--- src/hw/kwd_pkg.sv ---
// Purpose: Shared constants and state types for the keyed guard timer.
// Assumes: 200 MHz system clock, classic Wishbone register access.
// Notes:   Offsets are byte addresses on a 32-bit data bus.
package kwd_pkg;

  // Register byte offsets
  localparam int unsigned ADR_W           = 12;
  localparam logic [11:0] OFS_CONFIG      = 12'h000;
  localparam logic [11:0] OFS_KICK        = 12'h004;
  localparam logic [11:0] OFS_LOCK        = 12'h008;
  localparam logic [11:0] OFS_COUNT       = 12'h00C;
  localparam logic [11:0] OFS_RG_CONFIG   = 12'h010;
  localparam logic [11:0] OFS_RG_STATUS   = 12'h014;
  localparam logic [11:0] OFS_IRQ_ENABLE  = 12'h200;
  localparam logic [11:0] OFS_IRQ_STATUS  = 12'h204;
  localparam logic [11:0] OFS_IRQ_CLEAR   = 12'h208;
  localparam logic [11:0] OFS_IRQ_FORCE   = 12'h20C;

  // Field positions of guard_config, reset-generator and interrupt registers
  localparam int unsigned CFG_RUN_BIT     = 0;
  localparam int unsigned CFG_WARN_BIT    = 1;
  localparam int unsigned CFG_EXPIRE_BIT  = 2;
  localparam int unsigned CFG_EXPCMP_LSB  = 8;
  localparam int unsigned CFG_WARNCMP_LSB = 16;
  localparam int unsigned CFG_RATE_LSB    = 24;
  localparam int unsigned RG_ENABLE_BIT   = 1;
  localparam int unsigned RG_CAUSE_BIT    = 6;
  localparam int unsigned IRQ_BIT         = 0;

  // Reset values and keys
  localparam logic [7:0]  CMP_RST         = 8'hFF;
  localparam logic [2:0]  RATE_RST        = 3'h0;
  localparam logic [7:0]  KICK_KEY        = 8'hB2;
  localparam logic [7:0]  LOCK_KEY        = 8'h3A;

  // Tick-rate select codes
  localparam logic [2:0]  RATE_OFF        = 3'h0;
  localparam logic [2:0]  RATE_128HZ      = 3'h1;
  localparam logic [2:0]  RATE_16HZ       = 3'h2;
  localparam logic [2:0]  RATE_1HZ        = 3'h3;
  localparam logic [2:0]  RATE_1_16HZ     = 3'h4;

  // Timing: base tick from the system clock, slower ticks by division
  localparam int unsigned CLK_FREQ_HZ     = 200_000_000;
  localparam int unsigned TICK_128HZ      = 128;
  localparam int unsigned TICK_16HZ       = 16;
  localparam int unsigned TICK_1HZ        = 1;
  localparam int unsigned TICK_SLOW_S     = 16;
  localparam int unsigned TICK_BASE_CYCLES = CLK_FREQ_HZ / TICK_128HZ;
  localparam logic [3:0]  DIV_16HZ_LAST   = 4'(TICK_128HZ / TICK_16HZ - 1);
  localparam logic [3:0]  DIV_1HZ_LAST    = 4'(TICK_16HZ / TICK_1HZ - 1);
  localparam logic [3:0]  DIV_SLOW_LAST   = 4'(TICK_SLOW_S * TICK_1HZ - 1);

  // State of the tick generator
  typedef struct packed {
    logic [31:0] base_cnt;
    logic [3:0]  div16_cnt;
    logic [3:0]  div1_cnt;
    logic [3:0]  slow_cnt;
    logic        tick;
  } kwd_tick_state_t;

  localparam kwd_tick_state_t TICK_STATE_RST = '{32'h0, 4'h0, 4'h0, 4'h0, 1'b0};

  // State of the guard timer top
  typedef struct packed {
    logic        run_en;
    logic        warn_en;
    logic        expire_en;
    logic [7:0]  expire_cmp;
    logic [7:0]  warn_cmp;
    logic [2:0]  rate;
    logic        locked;
    logic [7:0]  count;
    logic        irq_en;
    logic        irq_stat;
    logic        rg_enable;
    logic        cause;
    logic        ack;
    logic [31:0] rdata;
    logic        irq;
    logic        reset_req;
  } kwd_state_t;

  localparam kwd_state_t STATE_RST = '{1'b0, 1'b0, 1'b0, CMP_RST, CMP_RST, RATE_RST,
                                       1'b0, 8'h00, 1'b0, 1'b0, 1'b0, 1'b0, 1'b0,
                                       32'h0, 1'b0, 1'b0};

endpackage : kwd_pkg

--- src/hw/kwd_tick_gen.sv ---
// Purpose: Divides the system clock into the selectable guard timer ticks.
// Assumes: Clock enable freezes the divider chain along with everything else.
// Notes:   Base period is a parameter so simulation can shorten it.
`timescale 1ns/10ps
`default_nettype none
module kwd_tick_gen #(
  parameter int unsigned BASE_CYCLES = kwd_pkg::TICK_BASE_CYCLES
) (
  input  wire logic       clk,
  input  wire logic       nrst,
  input  wire logic       ce,
  input  wire logic [2:0] rate_sel,
  output var  logic       tick
);

  kwd_pkg::kwd_tick_state_t q;
  kwd_pkg::kwd_tick_state_t d;
  logic                     evt_base;
  logic                     evt_16;
  logic                     evt_1;
  logic                     evt_slow;

  // Divider chain; chain keeps running while stopped so rate changes stay aligned
  always_comb begin
    d        = q;
    evt_base = (q.base_cnt == 32'(BASE_CYCLES - 1));
    evt_16   = evt_base && (q.div16_cnt == kwd_pkg::DIV_16HZ_LAST);
    evt_1    = evt_16 && (q.div1_cnt == kwd_pkg::DIV_1HZ_LAST);
    evt_slow = evt_1 && (q.slow_cnt == kwd_pkg::DIV_SLOW_LAST);
    d.base_cnt = evt_base ? 32'h0 : 32'(q.base_cnt + 32'h1);
    if (evt_base) begin
      d.div16_cnt = evt_16 ? 4'h0 : 4'(q.div16_cnt + 4'h1);
    end
    if (evt_16) begin
      d.div1_cnt = evt_1 ? 4'h0 : 4'(q.div1_cnt + 4'h1);
    end
    if (evt_1) begin
      d.slow_cnt = evt_slow ? 4'h0 : 4'(q.slow_cnt + 4'h1);
    end
    // Undefined codes give no tick, same as the stopped setting
    case (rate_sel)
      kwd_pkg::RATE_128HZ:  d.tick = evt_base;
      kwd_pkg::RATE_16HZ:   d.tick = evt_16;
      kwd_pkg::RATE_1HZ:    d.tick = evt_1;
      kwd_pkg::RATE_1_16HZ: d.tick = evt_slow;
      default:              d.tick = 1'b0;
    endcase
  end

  // State register
  always_ff @(posedge clk or negedge nrst) begin
    if (!nrst) begin
      q <= kwd_pkg::TICK_STATE_RST;
    end else if (ce) begin
      q <= d;
    end
  end

  assign tick = q.tick;
endmodule : kwd_tick_gen
`default_nettype wire

--- src/hw/kwd_guard_timer.sv ---
// Purpose: Keyed guard timer with early warning, expiry reset request and lock.
// Assumes: Classic Wishbone slave, one clock, nrst is the power-on reset.
// Notes:   Reset request is sticky until nrst; the system reset is expected to follow.
//
// Summary of operation
// - Request system reset when count reaches expiry compare before any restart.
// - Tick select 0 stops, 1..4 give 128, 16, 1, 1/16 Hz.
// - Warning compare, bits 23:16, reset 0xFF, matched against count.
// - Expiry compare, bits 15:8, reset 0xFF, matched against count.
// - Reset happens only with expiry enable and reset-generator enable both set.
// - Warning sets the status bit only while warning enable is set.
// - Config bit 0 runs the counter; cleared, nothing counts or fires.
// - Writing 0xB2 to the kick low byte restarts the count.
// - Writing 0x3A to lock forces run enable and blocks config writes.
// - Count register shows the counter in bits 7:0, upper zero.
// - Interrupt output is status bit 0 and enable bit 0 together.
// - Writing one to clear bit 0 clears status; zero does nothing.
// - Writing one to force bit 0 sets status at once.
// - Interrupt status register readable, status flag in bit 0.
// - Reset-generator config bit 1, reset zero, gates the expiry reset.
// - Reset-generator cause flag at status bit 6 records guard reset, read-only.
//
// Decided for this implementation: the Wishbone register port.
`timescale 1ns/10ps
`default_nettype none
module kwd_guard_timer #(
  parameter int unsigned TICK_BASE_CYCLES = kwd_pkg::TICK_BASE_CYCLES
) (
  input  wire logic        clk,
  input  wire logic        nrst,
  input  wire logic        ce,
  input  wire logic        wb_cyc_i,
  input  wire logic        wb_stb_i,
  input  wire logic        wb_we_i,
  input  wire logic [11:0] wb_adr_i,
  input  wire logic [3:0]  wb_sel_i,
  input  wire logic [31:0] wb_dat_i,
  output var  logic [31:0] wb_dat_o,
  output var  logic        wb_ack_o,
  output var  logic        irq_o,
  output var  logic        sys_reset_req_o
);

  kwd_pkg::kwd_state_t q;
  kwd_pkg::kwd_state_t d;
  logic                tick;
  logic                bus_req;
  logic                wr;
  logic                kick_hit;
  logic                lock_hit;
  logic                cfg_wr;
  logic                advance;
  logic [7:0]          count_inc;
  logic                warn_evt;
  logic                expire_evt;
  logic [31:0]         rd;

  // Exact address match, shared by read and write decoding
  function automatic logic hit(input logic [11:0] adr, input logic [11:0] ofs);
    hit = (adr == ofs);
  endfunction : hit

  // Key write: low byte lane must be selected and carry the key
  function automatic logic key_hit(input logic [11:0] adr, input logic [11:0] ofs,
                                   input logic sel0, input logic [7:0] dat,
                                   input logic [7:0] key);
    key_hit = hit(adr, ofs) && sel0 && (dat == key);
  endfunction : key_hit

  // Tick generator
  kwd_tick_gen #(
    .BASE_CYCLES (TICK_BASE_CYCLES)
  ) u_tick (
    .clk      (clk),
    .nrst     (nrst),
    .ce       (ce),
    .rate_sel (q.rate),
    .tick     (tick)
  );

  // Read mux; write-only and unmapped locations read as zero
  always_comb begin
    rd = 32'h0;
    if (hit(wb_adr_i, kwd_pkg::OFS_CONFIG)) begin
      rd[kwd_pkg::CFG_RUN_BIT]    = q.run_en;
      rd[kwd_pkg::CFG_WARN_BIT]   = q.warn_en;
      rd[kwd_pkg::CFG_EXPIRE_BIT] = q.expire_en;
      rd[kwd_pkg::CFG_EXPCMP_LSB +: 8]  = q.expire_cmp;
      rd[kwd_pkg::CFG_WARNCMP_LSB +: 8] = q.warn_cmp;
      rd[kwd_pkg::CFG_RATE_LSB +: 3]    = q.rate;
    end else if (hit(wb_adr_i, kwd_pkg::OFS_COUNT)) begin
      rd[7:0] = q.count;
    end else if (hit(wb_adr_i, kwd_pkg::OFS_RG_CONFIG)) begin
      rd[kwd_pkg::RG_ENABLE_BIT] = q.rg_enable;
    end else if (hit(wb_adr_i, kwd_pkg::OFS_RG_STATUS)) begin
      rd[kwd_pkg::RG_CAUSE_BIT] = q.cause;
    end else if (hit(wb_adr_i, kwd_pkg::OFS_IRQ_ENABLE)) begin
      rd[kwd_pkg::IRQ_BIT] = q.irq_en;
    end else if (hit(wb_adr_i, kwd_pkg::OFS_IRQ_STATUS)) begin
      rd[kwd_pkg::IRQ_BIT] = q.irq_stat;
    end else begin
      rd = 32'h0;
    end
  end

  // Next-state logic for bus, configuration, counter and flags
  always_comb begin
    d          = q;
    bus_req    = wb_cyc_i && wb_stb_i;
    // A write lands at the edge where the master sees ack high
    wr         = bus_req && wb_we_i && q.ack && ce;
    kick_hit   = wr && key_hit(wb_adr_i, kwd_pkg::OFS_KICK, wb_sel_i[0],
                               wb_dat_i[7:0], kwd_pkg::KICK_KEY);
    lock_hit   = wr && key_hit(wb_adr_i, kwd_pkg::OFS_LOCK, wb_sel_i[0],
                               wb_dat_i[7:0], kwd_pkg::LOCK_KEY);
    cfg_wr     = wr && hit(wb_adr_i, kwd_pkg::OFS_CONFIG) && !q.locked;
    advance    = q.run_en && tick && !kick_hit;
    count_inc  = 8'(q.count + 8'h01);
    // Compare on the step into the value, so each match fires once per lap
    warn_evt   = advance && (count_inc == q.warn_cmp);
    expire_evt = advance && (count_inc == q.expire_cmp);

    // Single-cycle ack, dropped the cycle after it is given
    d.ack   = bus_req && !q.ack;
    d.rdata = (bus_req && !q.ack && !wb_we_i) ? rd : 32'h0;

    // Configuration, byte lane by byte lane
    if (cfg_wr && wb_sel_i[0]) begin
      d.run_en    = wb_dat_i[kwd_pkg::CFG_RUN_BIT];
      d.warn_en   = wb_dat_i[kwd_pkg::CFG_WARN_BIT];
      d.expire_en = wb_dat_i[kwd_pkg::CFG_EXPIRE_BIT];
    end
    if (cfg_wr && wb_sel_i[1]) begin
      d.expire_cmp = wb_dat_i[kwd_pkg::CFG_EXPCMP_LSB +: 8];
    end
    if (cfg_wr && wb_sel_i[2]) begin
      d.warn_cmp = wb_dat_i[kwd_pkg::CFG_WARNCMP_LSB +: 8];
    end
    if (cfg_wr && wb_sel_i[3]) begin
      d.rate = wb_dat_i[kwd_pkg::CFG_RATE_LSB +: 3];
    end

    // Lock is one-way until power-on reset; software cannot undo it
    if (lock_hit) begin
      d.locked = 1'b1;
    end
    if (lock_hit || q.locked) begin
      d.run_en = 1'b1;
    end

    // Counter: kick wins over a tick in the same cycle
    if (kick_hit) begin
      d.count = 8'h00;
    end else if (advance) begin
      d.count = count_inc;
    end

    // Interrupt enable and reset-generator enable
    if (wr && wb_sel_i[0] && hit(wb_adr_i, kwd_pkg::OFS_IRQ_ENABLE)) begin
      d.irq_en = wb_dat_i[kwd_pkg::IRQ_BIT];
    end
    if (wr && wb_sel_i[0] && hit(wb_adr_i, kwd_pkg::OFS_RG_CONFIG)) begin
      d.rg_enable = wb_dat_i[kwd_pkg::RG_ENABLE_BIT];
    end

    // Status: clears first, sets last so a coincident event is kept
    if (wr && wb_sel_i[0] && hit(wb_adr_i, kwd_pkg::OFS_IRQ_STATUS)) begin
      d.irq_stat = wb_dat_i[kwd_pkg::IRQ_BIT];
    end
    if (wr && wb_sel_i[0] && hit(wb_adr_i, kwd_pkg::OFS_IRQ_CLEAR) &&
        wb_dat_i[kwd_pkg::IRQ_BIT]) begin
      d.irq_stat = 1'b0;
    end
    if (wr && wb_sel_i[0] && hit(wb_adr_i, kwd_pkg::OFS_IRQ_FORCE) &&
        wb_dat_i[kwd_pkg::IRQ_BIT]) begin
      d.irq_stat = 1'b1;
    end
    if (warn_evt && q.warn_en) begin
      d.irq_stat = 1'b1;
    end

    // Expiry: both enables needed; request and cause flag are sticky
    if (expire_evt && q.expire_en && q.rg_enable) begin
      d.reset_req = 1'b1;
      d.cause     = 1'b1;
    end

    // Registered interrupt, from the values about to be stored
    d.irq = d.irq_stat && d.irq_en;
  end

  // State register
  always_ff @(posedge clk or negedge nrst) begin
    if (!nrst) begin
      q <= kwd_pkg::STATE_RST;
    end else if (ce) begin
      q <= d;
    end
  end

  // Outputs, all straight from the state register
  assign wb_dat_o        = q.rdata;
  assign wb_ack_o        = q.ack;
  assign irq_o           = q.irq;
  assign sys_reset_req_o = q.reset_req;
endmodule : kwd_guard_timer
`default_nettype wire

--- config.mk ---
export PLATFORM = sky130hd
export DESIGN_NAME = kwd_guard_timer
export DESIGN_NICKNAME = d
export VERILOG_FILES = /design/src/hw/kwd_pkg.sv /design/src/hw/kwd_tick_gen.sv /design/src/hw/kwd_guard_timer.sv
export SDC_FILE = /design/constraint.sdc
export NUM_CORES = 1
export LEC_CHECK = 0
export ABC_AREA = 1
export BUFFER_PORTS_ARGS = -buffer_cell sky130_fd_sc_hd__buf_4
export CAP_MARGIN = 25
export CORE_MARGIN = 5
export CORE_UTILIZATION = 47
export DETAILED_ROUTE_END_ITERATION = 8
export PLACE_DENSITY = 0.7
export SLEW_MARGIN = 10
export SYNTH_ARGS = -nofsm -noshare
export SYNTH_HDL_FRONTEND = slang
export SYNTH_SLANG_ARGS = --single-unit
--- constraint.sdc ---
create_clock -name clk -period 1.9 [get_ports clk]
set_clock_uncertainty 0.2 [all_clocks]
set_input_delay 0.19 -clock clk [delete_from_list [all_inputs] [get_ports clk]]
set_output_delay 0.19 -clock clk [all_outputs]
set_load 0.03 [all_outputs]
Word level (Yosys, flattened, before mapping)
Index checks and enable logic that the tools add are counted.

Register bits: 114. Input bits: 54. Word-level logic and storage cells: 136. Output and inout port bits: 35.

Multiplexer cells: 33. Add/subtract/negate cells: 5. Equal/unequal tests: 21. Reductions and logical operators: 57.

Operators by type and width (count): $mux W31 (4); $mux W32 (2); $eq A12 B10 Y1 const B (4); $logic_and A1 B1 Y1 (37); $add A32 B1 Y32 const B (1); $eq A32 B21 Y1 const B (1); $mux W30 (1); $mux W25 (1); $eq A12 B4 Y1 const B (2); $eq A12 B5 Y1 const B (2); $mux W24 (1); $mux W8 (3); $reduce_and A2 Y1 (12); $mux W19 (1); $eq A8 B8 Y1 (2); $add A4 B1 Y4 const B (3); $eq A12 B3 Y1 const B (1); $logic_not A12 Y1 (1); $mux W4 (3); $mux W1 (11); $mux W5 (2); $add A8 B1 Y8 const B (1); $eq A4 B4 Y1 const B (2); $eq A8 B6 Y1 const B (1); other kinds (11) (17).

Longest topological paths before layout
Depth in word-level cells: 11. Gate-level depth with buffers: 14. Mapped depth without buffers: 13.

Hierarchy
From an unflattened synthesis, not the netlist that was laid out.

Cells, all modules: 836. Area total of the unflattened synthesis: 6635.1 um^2.

By module, submodules not included: kwd_guard_timer (cells an instance 399, times used 1, seq. area each 1621.6 um^2, area an instance 3608.5 um^2); kwd_tick_gen (cells an instance 437, times used 1, seq. area each 1126.1 um^2, area an instance 3026.7 um^2).

Worst setup path before layout
OpenSTA, ideal clock, no wires.

Path type: register -> register. Start: reg u_tick.q[14] (netlist name). End: reg u_tick.q[3] (netlist name). Cell stages (with the launch flop): 11. Clock period less this slack: 1.900 ns. Path slack: 0.000 ns. Library setup time: 0.123 ns. Data required time: 1.577 ns. Arrival: 1.577 ns. Path buffers: 0. Path through: dfrtp_1 ha_1 inv_1 nor3_1 nand3_1 nor3_1 nand3_2 nor2_4 nand2_1 nand2_1 o21ai_1.

Longest elaborated chain between the ends: 5. Elaborated cells between the ends (all ways): 6. Classes of those cells: eq/ne (1); mux (1); reduce/logical (4).

RTL lines: from (decl) (RTL line kwd_tick_gen.sv:16) `kwd_pkg::kwd_tick_state_t q;`; from (signal assigned) (RTL line kwd_tick_gen.sv:53) `q <= kwd_pkg::TICK_STATE_RST;`; $eq A32 B21 Y1 * (RTL line kwd_tick_gen.sv:26) `evt_base = (q.base_cnt == 32'(BASE_CYCLES - 1));`; $logic_and A1 B1 Y1 * (RTL line kwd_tick_gen.sv:27) `evt_16 = evt_base && (q.div16_cnt == kwd_pkg::DIV_16HZ_LAST);`; $logic_and A1 B1 Y1 * (RTL line kwd_tick_gen.sv:28) `evt_1 = evt_16 && (q.div1_cnt == kwd_pkg::DIV_1HZ_LAST);`; $logic_and A1 B1 Y1 (RTL line kwd_tick_gen.sv:29) `evt_slow = evt_1 && (q.slow_cnt == kwd_pkg::DIV_SLOW_LAST);`; $mux W4 (RTL line kwd_tick_gen.sv:38) `d.slow_cnt = evt_slow ? 4'h0 : 4'(q.slow_cnt + 4'h1);`.

Mark *: on every way between the ends. The rest lies on a longest branch, timed or not. A chain may end at the register's enable or synchronous reset.

Worst setup path in the final report
Start: reg u_tick.q[13] (netlist name). End: reg u_tick.q[4] (netlist name).

The elaborated chain is that of the path after synthesis.

==> impl_metrics.env <==
export IMPL_critical_path_class="reg -> reg"
export IMPL_clockRootBuffer="clkbuf_16"
export IMPL_clk_pin_slew_worst_paths_ns=0.08
export IMPL_crit_required_ns=2.00
export IMPL_gr_total_overflow=0
export IMPL_fin_nets=967
export IMPL_cp_cell_sequence="ha_4, inv_1, nor3_2, nand3_1, nor3_2, buf_4, nand3_4, nor2_4, buf_6, nand4_1, nand2_1"
export IMPL_switching_share_pct=27.74
export IMPL_ir_drop_mv=0.5534
export IMPL_vias=5665
export IMPL_setup_tns_ns=-0.09811
export IMPL_power_share_sequential_pct=50.4
export IMPL_p_sw_mw=1.389
export IMPL_hold_end="q[50]"
export IMPL_grt_usage_pct=21.50
export IMPL_worst_slack_ns=-0.03513
export IMPL_die_area_mm2=0.01527
export IMPL_grt_pass1_wl_mm=25.93
export IMPL_io_pins=89
export IMPL_final_hold_violation_count=0
export IMPL_portBuffers=78
export IMPL_power_density_mw_per_mm2=629.3
export IMPL_cts_tree="built"
export IMPL_reg2reg_from="u_tick.q[13]"
export IMPL_finalCriticalPeriod_ns=1.935
export IMPL_reg2regPathDepth=11
export IMPL_max_slew_worst_pin_slew_ns=0.5603
export IMPL_min_path_cells=3
export IMPL_rr_endpoint="u_tick.q[4]"
export IMPL_via_per_inst=5.221
export IMPL_cp_end_kind="flop"
export IMPL_antenna_cells=0
export IMPL_clock_sinks=109
export IMPL_coreArea_mm2=0.01262
export IMPL_drt_first_pass_iters=5
export IMPL_synth_seq_cells=109
export IMPL_ant_nets=0
export IMPL_synth_cell_area_mm2=0.006061
export IMPL_timing_hold_ws_ns=0.02206
export IMPL_drive_above_1_share_pct=28.59
export IMPL_die_x_um=123.6
export IMPL_ff2ff_setup_slack_ns=-0.04
export IMPL_ys_warnings_count=0
export IMPL_grt_max_degree=48
export IMPL_worstPathMaxFanout=4
export IMPL_post_dp_hpwl_mm=11.27
export IMPL_p_int_mw=3.619
export IMPL_combPwrFrac_pct=12.3
export IMPL_syn_area_per_cell_um2=7.881
export IMPL_cts_made_buffers=9
export IMPL_cp_slowest_stage_delay_ns=0.41
export IMPL_violations="setup timing"
export IMPL_drc=0
export IMPL_slew_violations=0
export IMPL_slowest_stage="dfrtp_1"
export IMPL_fin_crit_sh_pct=101.8
export IMPL_grt_pass1_vias=5615
export IMPL_antenna_found_initial=0
export IMPL_dieHeight_um=123.6
export IMPL_hold_path_class="in -> reg"
export IMPL_rsz0062_at_grt="true"
export IMPL_dr_first_iter_drc_count=359
export IMPL_clk_latency_ns=0.36
export IMPL_cts_buffer_depth=2
export IMPL_routed_wl_mm=15.64
export IMPL_maxSlewHeadroom_pct=62.65
export IMPL_hp_start="wb_sel_i[3]"
export IMPL_maxCapViolations=0
export IMPL_cp_data_arrival_time_ns=2.04
export IMPL_synth_cell_type_count=41
export IMPL_fmax_mhz=516.8
export IMPL_cpMostUsedCell="nor3_2"
export IMPL_netlist_instances=769
export IMPL_h_tree_depth=3
export IMPL_fp_row_count=41
export IMPL_pwr_share_clk_pct=37.3
export IMPL_place_congestion=0.9060
export IMPL_p_total_mw=5.009
export IMPL_outcome="complete, but fails checks"
export IMPL_start_kind="flop"
export IMPL_p_leak_nw=3.999
export IMPL_setup_viol=5
export IMPL_ys_seq_area_share_pct=45.33
export IMPL_start_util_pct=48.03
export IMPL_wl_per_cell_um=14.41
export IMPL_syn_to_final_growth_pct=31.32
layout make-up:
cell class                      count  area [µm²]
Timing Repair Buffer              174        1423
Tap cell                          172       215.2
Inverter                          103       391.6
Clock inverter                      6       62.56
Multi-Input combinational cell    511        2887
Fill cell                        1072        4661
Sequential cell                   109        2751
Clock buffer                       10       229.0
logic make-up (layout without fill, tap and decap cells):
family                   count (synthesis)  after routing  synth area share, %
buffers and inverters                  153            293                11.66
adder cells (fa/ha/maj)                  5              5                1.032
other                                    1              5              0.06187
AND/OR/NAND/NOR                        386            386                28.51
flip-flops                             109            109                45.33
AO/OA/AOI/OAI                           93             93                10.22
XOR/XNOR                                22             22                3.179
synthesized netlist by cell type:
library cell / instances / share of area (%)
a21oi_1: 31 / 2.6
ha_1: 5 / 1.0
dfstp_2: 16 / 6.9
clkinv_2: 1 / 0.082
o211ai_1: 1 / 0.12
nor3_1: 21 / 1.7
nand3_1: 54 / 4.5
o22ai_1: 2 / 0.21
a32oi_1: 1 / 0.14
nand3_2: 5 / 0.83
inv_2: 3 / 0.19
xor2_1: 16 / 2.3
inv_1: 99 / 6.1
a22o_1: 5 / 0.72
a31oi_1: 1 / 0.10
buf_1: 1 / 0.062
nor2_2: 8 / 0.83
a32o_1: 20 / 3.3
nor2_4: 2 / 0.37
nor3_2: 1 / 0.17
nand2_1: 175 / 11
nor4_1: 4 / 0.41
dfrtp_1: 93 / 38
nor3_4: 1 / 0.27
nand3b_1: 4 / 0.50
o21ai_0: 21 / 1.7
a22oi_1: 1 / 0.12
o21bai_1: 2 / 0.25
or2_4: 1 / 0.14
clkbuf_1: 10 / 0.62
or2_2: 1 / 0.10
conb_1: 1 / 0.062
nand4_1: 23 / 2.4
nand2_2: 4 / 0.41
buf_4: 33 / 4.1
o31ai_1: 4 / 0.50
o221ai_1: 2 / 0.29
xnor2_1: 6 / 0.87
nor2_1: 82 / 5.1
o21ai_1: 2 / 0.17
buf_2: 6 / 0.50
flip-flops by register name, summed over array words and instances (netlist names):
register,cells
irq_o,1
wb_dat_o,27
wb_ack_o,1
q,34
sys_reset_req_o,1
u_tick.tick,1
u_tick.q,44
power groups by stage:
stage          Combinational (mW)  Clock, mW  Sequential, mW
2_1_floorplan               0.287          0            2.52
3_3_place_gp                0.512          0            2.54
3_5_place_dp                0.522          0            2.55
4_1_cts                     0.574       1.92            2.50
5_1_grt                     0.692       2.01            2.54
6_report                    0.616       1.87            2.53
metal layers:
layer	wire length (µm)	GRT usage, %
met1	6742	27.31
met2	7691	35.68
met3	848	4.849
met5	0	0
met4	352	8.443
metrics by stage:
stage          std cells  cell area (µm²)  utilization, %  setup slack [ns]
6_report            1085             7959           63.07          -0.03513
5_1_grt             1085             7959           63.07           -0.1665
4_1_cts             1081             7706           61.06          -0.06514
3_5_place_dp        1036             7056           55.91           -0.1348
3_3_place_gp        1036             7056           55.91          -0.09877
2_1_floorplan        773             6076               -         0.0003871
critical path, delay by kind of cell (launching register included):
kind                     cells  cell delay [ns]
AND/OR/NAND/NOR              7             0.77
flip-flops                   1             0.41
buffers and inverters        3             0.34
adder cells (fa/ha/maj)      1             0.17
placed cells by master (no fill, tap or decap), drive strengths merged, types with 2 or more instances in the layout:
master | netlist | routed
xor2 | 16 | 16
nand3b | 4 | 4
o22ai | 2 | 2
clkinv | 1 | 3
a32o | 20 | 20
buf | 40 | 145
nand2 | 179 | 179
xnor2 | 6 | 6
nor4 | 4 | 4
o21bai | 2 | 2
dlygate4sd3 | 0 | 29
nand4 | 23 | 23
nor3 | 23 | 23
a21oi | 31 | 31
dfstp | 16 | 16
nand3 | 59 | 59
conb | 1 | 5
o21ai | 23 | 23
o31ai | 4 | 4
clkbuf | 10 | 10
a22o | 5 | 5
ha | 5 | 5
inv | 102 | 106
o221ai | 2 | 2
nor2 | 92 | 92
dfrtp | 93 | 93
or2 | 2 | 2
worst max-delay path by stage:
| stage | end | slack (ns) | start |
|---|---|---|---|
| floorplan | u_tick.q[3] | 0.0004 | u_tick.q[14] |
| global placement | u_tick.q[3] | -0.1 | u_tick.q[13] |
| detailed placement | u_tick.q[3] | -0.13 | u_tick.q[13] |
| CTS | u_tick.q[43] | -0.07 | u_tick.q[13] |
| global route | u_tick.q[43] | -0.17 | u_tick.q[13] |
| finish | u_tick.q[4] | -0.04 | u_tick.q[13] |
what timing repair did:
action	4_1_cts	5_1_grt
hold endpoints to repair	118	0
gates resized for setup	19	68
pin swaps	3	18
endpoints found under the setup margin	16	53
hold buffers	29	0
buffers inserted	0	4
Power figures use the tool's default switching activity.
